--- config.mk ---
export PLATFORM = sky130hd
export DESIGN_NAME = dbl_ctrl
export DESIGN_NICKNAME = d
export VERILOG_FILES = /design/src/hw/dbl_pkg.sv /design/src/hw/dbl_ctrl.sv
export SDC_FILE = /design/constraint.sdc
export NUM_CORES = 1
export LEC_CHECK = 0
export CAP_MARGIN = 20
export CELL_PAD_IN_SITES_DETAIL_PLACEMENT = 0
export CELL_PAD_IN_SITES_GLOBAL_PLACEMENT = 2
export CORE_UTILIZATION = 35
export CTS_CLUSTER_SIZE = 40
export DETAILED_ROUTE_END_ITERATION = 7
export DONT_BUFFER_PORTS = 1
export PLACE_DENSITY = 0.88
export SLEW_MARGIN = 30
export SYNTH_ARGS = -nofsm -noshare
export SYNTH_HDL_FRONTEND = slang
export SYNTH_SLANG_ARGS = --single-unit
--- constraint.sdc ---
create_clock -name i_sys_clk -period 2.51 [get_ports i_sys_clk]
set_input_delay 0.3765 -clock i_sys_clk [delete_from_list [all_inputs] [get_ports i_sys_clk]]
set_output_delay 0.3765 -clock i_sys_clk [all_outputs]
set_load 0.01 [all_outputs]
--- src/hw/dbl_pkg.sv ---
// Package with mode codes and timing counts for the converter latch controller
package dbl_pkg;
    // System clock period in ns
    localparam int unsigned SYS_CLK_PERIOD_NS = 40;
    // Least write strobe width, ns
    localparam int unsigned STROBE_WIDTH_NS   = 900;
    // Least data setup before strobe rise, ns
    localparam int unsigned DATA_SETUP_NS     = 900;
    // Least data hold after strobe rise, ns
    localparam int unsigned DATA_HOLD_NS      = 50;
    // Least control setup before strobe, ns
    localparam int unsigned CTRL_SETUP_NS     = 1100;
    // Cycle counts, rounded up
    localparam int unsigned STROBE_CYCLES =
        (STROBE_WIDTH_NS + SYS_CLK_PERIOD_NS - 1) / SYS_CLK_PERIOD_NS;
    localparam int unsigned HOLD_CYCLES =
        (DATA_HOLD_NS + SYS_CLK_PERIOD_NS - 1) / SYS_CLK_PERIOD_NS;
    localparam int unsigned SETUP_CYCLES =
        (CTRL_SETUP_NS + SYS_CLK_PERIOD_NS - 1) / SYS_CLK_PERIOD_NS;
    // Counter width
    localparam int unsigned CNT_W = 6;
    // Operating modes
    localparam logic [1:0] MODE_DOUBLE = 2'h0;
    localparam logic [1:0] MODE_SINGLE = 2'h1;
    localparam logic [1:0] MODE_FLOW   = 2'h2;
    // Controller states, one-hot
    typedef enum logic [4:0] {
        DBL_IDLE  = 5'b0_0001,
        DBL_SETUP = 5'b0_0010,
        DBL_LOAD  = 5'b0_0100,
        DBL_HOLD  = 5'b0_1000,
        DBL_TRANSFER_ENABLE_N  = 5'b1_0000
    } dbl_state_t;
endpackage

--- src/hw/dbl_ctrl.sv ---
// Host controller that drives a double-buffered converter's latch pins
`timescale 1ns/10ps
module dbl_ctrl
    import dbl_pkg::*;
#(
    parameter int unsigned DATA_W = 8
) (
    input  wire logic              i_sys_clk,               // System clock
    input  wire logic              i_rst_n,                 // Sync reset, low
    input  wire logic              i_clk_en,                // Freezes all state
    input  wire logic              i_req_valid,             // Write request
    input  wire logic [DATA_W-1:0] i_req_data,              // Code to load
    input  wire logic              i_req_update,            // Also transfer
    input  wire logic [1:0]        i_mode,                  // Buffering mode
    input  wire logic              i_freeze,                // Freeze device
    input  wire logic              i_transfer_enable_n_req,              // Transfer only
    output logic                   o_req_ready,             // Idle, can take
    output logic                   o_done,                  // Sequence done
    output logic [DATA_W-1:0]      o_digital_input_bits,    // Data pins
    output logic                   o_chip_select_n,         // Chip select
    output logic                   o_input_latch_enable,    // Input enable
    output logic                   o_input_write_strobe_n,  // First strobe
    output logic                   o_transfer_write_strobe_n, // Second strobe
    output logic                   o_transfer_enable_n      // Transfer enable
);
    // Sequence walk, one state per step, all counts at 40 ns per cycle:
    //   take  - request taken in idle, data pins and mode registered
    //   setup - chip select low ahead of the strobe, control setup met
    //   load  - first strobe low for the full least strobe width
    //   hold  - strobe high again, select and data kept for hold time
    //   transfer_enable_n  - second strobe and transfer enable low together
    //   idle  - done pulses for one enabled cycle
    // A transfer-only request skips load and hold and goes from setup
    // Straight to transfer_enable_n. Many devices may share the transfer lines, so a
    // Single transfer_enable_n phase moves every loaded input register at once.
    // Devices that were not loaded keep their old code across it.
    //
    // Mode notes:
    //   double - input and converter registers are each pulsed
    //   single - transfer lines and select sit low, the converter
    //            Register follows, and the first strobe alone latches
    //   flow   - every active-low control sits low, both registers follow data
    // The mode is latched per request, so a mode change takes effect
    // Only on the next taken request, never in mid-sequence.
    //
    // Hazards and limits:
    //   - The freeze input lowers only the input latch enable and req ready; the
    //     Sequence still runs, so a frozen write is simply lost
    //   - Requests outside idle are dropped without any indication
    //   - The clock enable stops every flop, so pins stand as they are
    //   - Counters compare with greater-or-equal so a stray count can
    //     Never lock a phase open
    //   - Outputs are always driven, so no device pin floats to one
    // Trade-off: phase lengths are whole cycles rounded up, which costs
    // A little throughput but keeps every timing margin positive.

    // Sequencer state and phase counter
    dbl_state_t       state;
    dbl_state_t       next_state;
    logic [CNT_W-1:0] cnt;
    logic [1:0]       mode;       // Mode latched per request
    logic             do_update;  // Transfer after load
    logic             only_transfer_enable_n;  // Transfer-only sequence

    // Phase length done flags
    wire cnt_setup = (cnt >= CNT_W'(SETUP_CYCLES - 1));
    wire cnt_pulse = (cnt >= CNT_W'(STROBE_CYCLES - 1));
    wire cnt_hold  = (cnt >= CNT_W'(HOLD_CYCLES));
    wire is_idle   = (state == DBL_IDLE);
    wire take_req  = is_idle && i_clk_en && (i_req_valid || i_transfer_enable_n_req);
    wire flow      = (mode == MODE_FLOW);

    // Next-state decode
    always_comb begin
        next_state = state;
        unique case (state)
            DBL_IDLE:  if (take_req) next_state = DBL_SETUP;
            DBL_SETUP: if (cnt_setup) next_state = only_transfer_enable_n ? DBL_TRANSFER_ENABLE_N : DBL_LOAD;
            DBL_LOAD:  if (cnt_pulse) next_state = DBL_HOLD;
            DBL_HOLD:  if (cnt_hold) begin
                // Single mode transfer already open, no second pulse
                next_state = (do_update && mode == MODE_DOUBLE) ? DBL_TRANSFER_ENABLE_N : DBL_IDLE;
            end
            DBL_TRANSFER_ENABLE_N:  if (cnt_pulse) next_state = DBL_IDLE;
        endcase
    end

    // State, counter and request capture
    always_ff @(posedge i_sys_clk) begin
        if (!i_rst_n) begin
            state                <= DBL_IDLE;
            cnt                  <= '0;
            mode                 <= MODE_DOUBLE;
            do_update            <= 1'b0;
            only_transfer_enable_n            <= 1'b0;
            o_digital_input_bits <= '0;
            o_done               <= 1'b0;
        end else if (i_clk_en) begin
            state  <= next_state;
            cnt    <= (next_state != state) ? '0 : cnt + CNT_W'(1);
            o_done <= (state != DBL_IDLE) && (next_state == DBL_IDLE);
            if (take_req) begin
                mode      <= i_mode;
                do_update <= i_req_update;
                only_transfer_enable_n <= !i_req_valid;
                // Data held steady through strobe and hold time
                if (i_req_valid) begin
                    o_digital_input_bits <= i_req_data;
                end
            end
        end
    end

    // Pin decode: all controls are levels
    // Every pin is driven at all times, none left floating
    // Input select and transfer select kept as separate lines
    assign o_req_ready = is_idle && !i_freeze;
    // Enable tied high unless frozen
    assign o_input_latch_enable = !i_freeze;
    // Select open in setup, load and hold, setup also for transfer-only; single and flow modes keep it low
    assign o_chip_select_n =
        !(flow || mode == MODE_SINGLE || state == DBL_SETUP
          || state == DBL_LOAD || state == DBL_HOLD);
    // Rising edge at end of LOAD latches the data
    assign o_input_write_strobe_n = !(flow || state == DBL_LOAD);
    // Single and flow modes keep converter register transparent
    assign o_transfer_write_strobe_n =
        !(flow || mode == MODE_SINGLE || state == DBL_TRANSFER_ENABLE_N);
    // Converter register closed outside transfer_enable_n keeps the old code
    assign o_transfer_enable_n =
        !(flow || mode == MODE_SINGLE || state == DBL_TRANSFER_ENABLE_N);

    // Checks
    load_width_a: assert property (@(posedge i_sys_clk) disable iff (!i_rst_n)
        (i_clk_en && $fell(o_input_write_strobe_n) && !flow) |->
        (!o_input_write_strobe_n) [*2]) else $error("write strobe too short");
    load_qual_a: assert property (@(posedge i_sys_clk) disable iff (!i_rst_n)
        (state == DBL_LOAD) |-> !o_chip_select_n) else $error("strobe unqualified");
    data_hold_a: assert property (@(posedge i_sys_clk) disable iff (!i_rst_n)
        (i_clk_en && $rose(o_input_write_strobe_n)) |=> $stable(o_digital_input_bits))
        else $error("data changed at latch");
    transfer_enable_n_order_a: assert property (@(posedge i_sys_clk) disable iff (!i_rst_n)
        (state == DBL_TRANSFER_ENABLE_N) |-> o_input_write_strobe_n) else $error("strobes overlap");
    single_open_a: assert property (@(posedge i_sys_clk) disable iff (!i_rst_n)
        (mode == MODE_SINGLE) |-> !o_transfer_enable_n && !o_transfer_write_strobe_n)
        else $error("single mode transfer closed");
    flow_open_a: assert property (@(posedge i_sys_clk) disable iff (!i_rst_n)
        flow |-> !o_chip_select_n && !o_input_write_strobe_n && !o_transfer_enable_n)
        else $error("flow-through not open");
    freeze_pin_a: assert property (@(posedge i_sys_clk) disable iff (!i_rst_n)
        i_freeze |-> !o_input_latch_enable && !o_req_ready) else $error("freeze ignored");
    idle_quiet_a: assert property (@(posedge i_sys_clk) disable iff (!i_rst_n)
        (is_idle && mode == MODE_DOUBLE) |-> o_input_write_strobe_n && o_transfer_write_strobe_n)
        else $error("strobe active while idle");

    // Single mode holds the select low with the transfer lines
    single_select_a: assert property (@(posedge i_sys_clk) disable iff (!i_rst_n)
        (mode == MODE_SINGLE) |-> !o_chip_select_n)
        else $error("single mode select high");

    // Transfer phase opens both converter register controls
    transfer_enable_n_pins_a: assert property (@(posedge i_sys_clk) disable iff (!i_rst_n)
        (state == DBL_TRANSFER_ENABLE_N) |-> !o_transfer_write_strobe_n && !o_transfer_enable_n)
        else $error("transfer phase not open");

    // Double mode transfer uses its own select, input select released
    transfer_enable_n_desel_a: assert property (@(posedge i_sys_clk) disable iff (!i_rst_n)
        (state == DBL_TRANSFER_ENABLE_N && mode == MODE_DOUBLE) |-> o_chip_select_n)
        else $error("input select during transfer");

    // Enable stays high unless frozen
    enable_high_a: assert property (@(posedge i_sys_clk) disable iff (!i_rst_n)
        !i_freeze |-> o_input_latch_enable)
        else $error("latch enable low unfrozen");

    // Clock enable low stops the sequencer and the data pins
    clken_hold_a: assert property (@(posedge i_sys_clk) disable iff (!i_rst_n)
        !i_clk_en |=> $stable(state) && $stable(o_digital_input_bits))
        else $error("state moved while disabled");

    // Data pins stand through load and hold
    load_data_a: assert property (@(posedge i_sys_clk) disable iff (!i_rst_n)
        (i_clk_en && (state == DBL_LOAD || state == DBL_HOLD)) |=>
        $stable(o_digital_input_bits))
        else $error("data moved during load");

    // Done is a single enabled cycle
    done_pulse_a: assert property (@(posedge i_sys_clk) disable iff (!i_rst_n)
        (o_done && i_clk_en) |=> !o_done)
        else $error("done longer than one cycle");

    // Second pulse only follows a load in double mode
    transfer_enable_n_after_a: assert property (@(posedge i_sys_clk) disable iff (!i_rst_n)
        (state == DBL_HOLD && next_state == DBL_TRANSFER_ENABLE_N) |-> (mode == MODE_DOUBLE))
        else $error("transfer pulse outside double mode");

    // Double mode never opens both strobes at once
    strobe_sep_a: assert property (@(posedge i_sys_clk) disable iff (!i_rst_n)
        (mode == MODE_DOUBLE) |-> (o_input_write_strobe_n || o_transfer_write_strobe_n))
        else $error("both strobes low");

    // Idle without a request leaves the data pins alone
    idle_data_a: assert property (@(posedge i_sys_clk) disable iff (!i_rst_n)
        (is_idle && i_clk_en && !take_req) |=> $stable(o_digital_input_bits))
        else $error("data moved while idle");
endmodule

==> metrics.csv <==
stage;metric;value;unit
run_status;outcome;finished clean;
sta;post-route clock period utilization;85.78;%
floorplanning;Die X;65.92;microns
cts;CTS Buf Count;3;
floorplanning;Initial Util;37.65;%
placed_design;Post-Place Cells;218;
pwr;worst vdd ir;0.3298;mV
routing;drt total wl;3250;microns
critical_path;CP top delay family;simple AND/OR/NAND/NOR gates;
cts;clk sinks;24;
placed_design;final RePlAce weighted congestion;0.8486;
finish;net total in the final layout;196;
cts;worst-skew pair later-pin latency;0.27;ns
critical_path;Register-to-Register Path Depth;5;
logic_synthesis;Yosys top cell area share;33.60;%
logic_synthesis;Synth Area per Inst;7.945;sq um
finish;final core utilization;39.79;%
sta;Slew Limit Fails;0;
floorplanning;die area;4345;sq um
logic_synthesis;syn_nets;201;
finish;most frequent cells in the layout;24 x nand2_1, 24 x dfxtp_1, 14 x nor2_1;
routing;First-pass DRT Iterations;5;
floorplanning;# IOs;32;
critical_path;Crit Path Max Fanout;13;
critical_path;Worst path depth;5;
logic_synthesis;Mapped Area;1430;sq um
critical_path;worst setup path endpoint;cnt[3]$_SDFFE_PN0P_;
sta;final setup TNS;0;ns
cts;H-tree levels;1;
floorplanning;core area;3799;sq um
critical_path;crit path launch type;register;
finish;ant diodes;0;
sta;fmax;464.4;MHz
routing;# DRC;0;
critical_path;R2R setup slack;0.36;ns
logic_synthesis;Seq cells post-synth;24;
placed_design;dpl hpwl;2359;microns
sta;final number of hold-violating endpoints;0;
cts;# hold bufs at CTS;0;
placed_design;port bufs;0;
global_route;number of global-route vias before repair;1162;
hold_path;class of the worst hold path;input pin to register;
critical_path;WP data arrival;2.31;ns
floorplanning;Row Count;22;
routing;Post-DRT Antenna Nets;0;
cts;clock root buffer;clkbuf_8;
cts;Reg clk slew, reported paths;0.09;ns
routing;DR WL met2;1547;microns
global_route;initial antenna violation count;0;
logic_synthesis;Unique masters post-synth;44;
critical_path;cells along the critical path;or4b_1 -> nor3b_2 -> nor2_4 -> nand4_1 -> o311ai_1;
cts;Post-CTS Resized;0;
critical_path;Reg2Reg Capture Point;cnt[3]$_SDFFE_PN0P_;
routing;DR vias/cell;5.730;
sta;final setup violation count;0;
routing;routed length on met3;222;microns
job;max cap viols;0;
critical_path;Worst Path Required;2.66;ns
critical_path;Critical path origin;state[2]$_SDFFE_PN0P_;
routing;Met1 Wirelength;1463;microns
finish;final std cells w/o fill;222;
floorplanning;Die Ht;65.92;microns
sta;Slew headroom;58.11;%
critical_path;Critical Path End Type;register;
cts;CTS tree;done;
sta;Min Clock Period, post-route;2.153;ns
critical_path;kind of critical path;register to register;
routing;routed len/inst;14.64;microns
sta;RSZ-0062 raised after global routing;false;
routing;vias;1272;
sta;clock skew;0.002917;ns
pwr;cell leakage power;0.5475;nW
critical_path;Slowest-stage cell, CP;or4b_1;
global_route;GRT Total Usage;15.82;%
global_route;global route overflow;0;
finish;share of cells above drive strength 1;6.322;%
logic_synthesis;register area share after synthesis;33.60;%
cts;clock tree buffer depth;2;
routing;top layer in use;met4;
finish;area growth from synthesis to layout;5.687;%
cts;postcts setup bufs;0;
critical_path;Buf+Inv Stages, Crit Path;0;
logic_synthesis;Synth area leaders;dfxtp_1 34%, nand2_1 6.3%, a21boi_0 5.8%;
logic_synthesis;Post-Syn Instances;180;
sta;Tightest Pin Transition;0.6257;ns
routing;1st-iter DRT viols;54;
critical_path;RR Startpoint;state[2]$_SDFFE_PN0P_;
global_route;pin count of the biggest net entering global routing;27;
global_route;first-pass GRT wire length;5313;microns
critical_path;Critical Path Max Stage Delay;0.61;ns
pwr;pwr/cell area;585.8;nW/um^2
logic_synthesis;largest area contributor in the netlist;dfxtp_1;
logic_synthesis;Ys Warns;0;
## how the worst min path moves through the flow
stage,cells past startpoint,slack (ns),to,startpoint
floorplan,2,0.47,only_transfer_enable_n$_SDFFE_PN0P_,only_transfer_enable_n$_SDFFE_PN0P_
global placement,1,0.46,state[0]$_SDFFE_PN1P_,i_rst_n
detailed placement,1,0.46,state[0]$_SDFFE_PN1P_,i_rst_n
CTS,1,0.18,state[0]$_SDFFE_PN1P_,i_rst_n
global route,1,0.17,state[0]$_SDFFE_PN1P_,i_rst_n
finish,1,0.18,state[0]$_SDFFE_PN1P_,i_rst_n
## where the power goes
group,internal (mW),switching [mW]
clock network,0.213,0.132
registers,0.399,0.0286
logic,0.0463,0.0655
total,0.659,0.226
## registers in the layout, indices dropped and copies added (netlist names)
register	count
do_update	1
mode	2
state	5
o_digital_input_bits	8
o_done	1
only_transfer_enable_n	1
cnt	6
## Yosys cell counts
library cell and instances:
buf_6 1, nor2_4 1, or4_1 1, ha_1 4
a21boi_0 11, xnor2_1 1, nand4_1 7, nand2b_1 3
or2_2 2, nor3b_2 1, a21oi_1 3, o41ai_1 1
nand2_1 24, xor2_1 1, mux2i_1 3, nor2b_1 5
buf_4 2, o311ai_1 2, o21ai_0 7, a41o_1 1
dfxtp_1 24, nor2_2 1, buf_2 1, nand3b_1 1
nand3_1 12, or4b_1 2, inv_1 8, o211ai_1 6
o211a_1 2, nand4bb_1 1, a211o_1 1, nor4_1 2
and4_1 2, clkinv_1 1, clkbuf_1 7, and3_1 5
a21o_1 1, a31oi_1 2, and3b_1 1, o31ai_1 1
a21oi_2 1, o2bb2ai_1 2, nor2_1 14, nor4b_1 1
## metal layers
| metal | global-route usage (%) | up-vias |
|---|---|---|
| li1 | - | 633 |
| met1 | 18.67 | 587 |
| met2 | 27.93 | 50 |
| met3 | 4.483 | 2 |
| met4 | 3.533 | 0 |
| met5 | 0 | - |
## metrics by stage
step,setup WS [ns],hold slack (ns),instance area (sq um),total power [mW]
global placement,0.4778,0.4556,1440,0.5459
detailed placement,0.3633,0.4601,1440,0.5491
finish,0.3569,0.1813,1511,0.8854
floorplan,0.5865,0.4748,1430,0.5337
CTS,0.3554,0.1756,1511,0.8937
global route,0.2083,0.1695,1511,0.9335
## cells by family after synthesis
kind of cell / count (synthesis) / share of synthesized area [%]
xor+xnor: 2 / 1.225
compound gates: 41 / 20.74
flops: 24 / 33.60
simple gates: 86 / 32.46
mux: 3 / 2.100
fa+ha+maj: 4 / 3.500
buf+inv: 20 / 6.386
## area by class of cell
cell class | count | area (sq um)
Timing Repair Buffer | 1 | 7.507
Inverter | 9 | 33.78
Clock buffer | 3 | 41.29
Fill cell | 402 | 2287
Tap cell | 48 | 60.06
Clock inverter | 1 | 30.03
Multi-Input combinational cell | 136 | 858.3
Sequential cell | 24 | 480.5
Power figures use the tool's default switching activity.
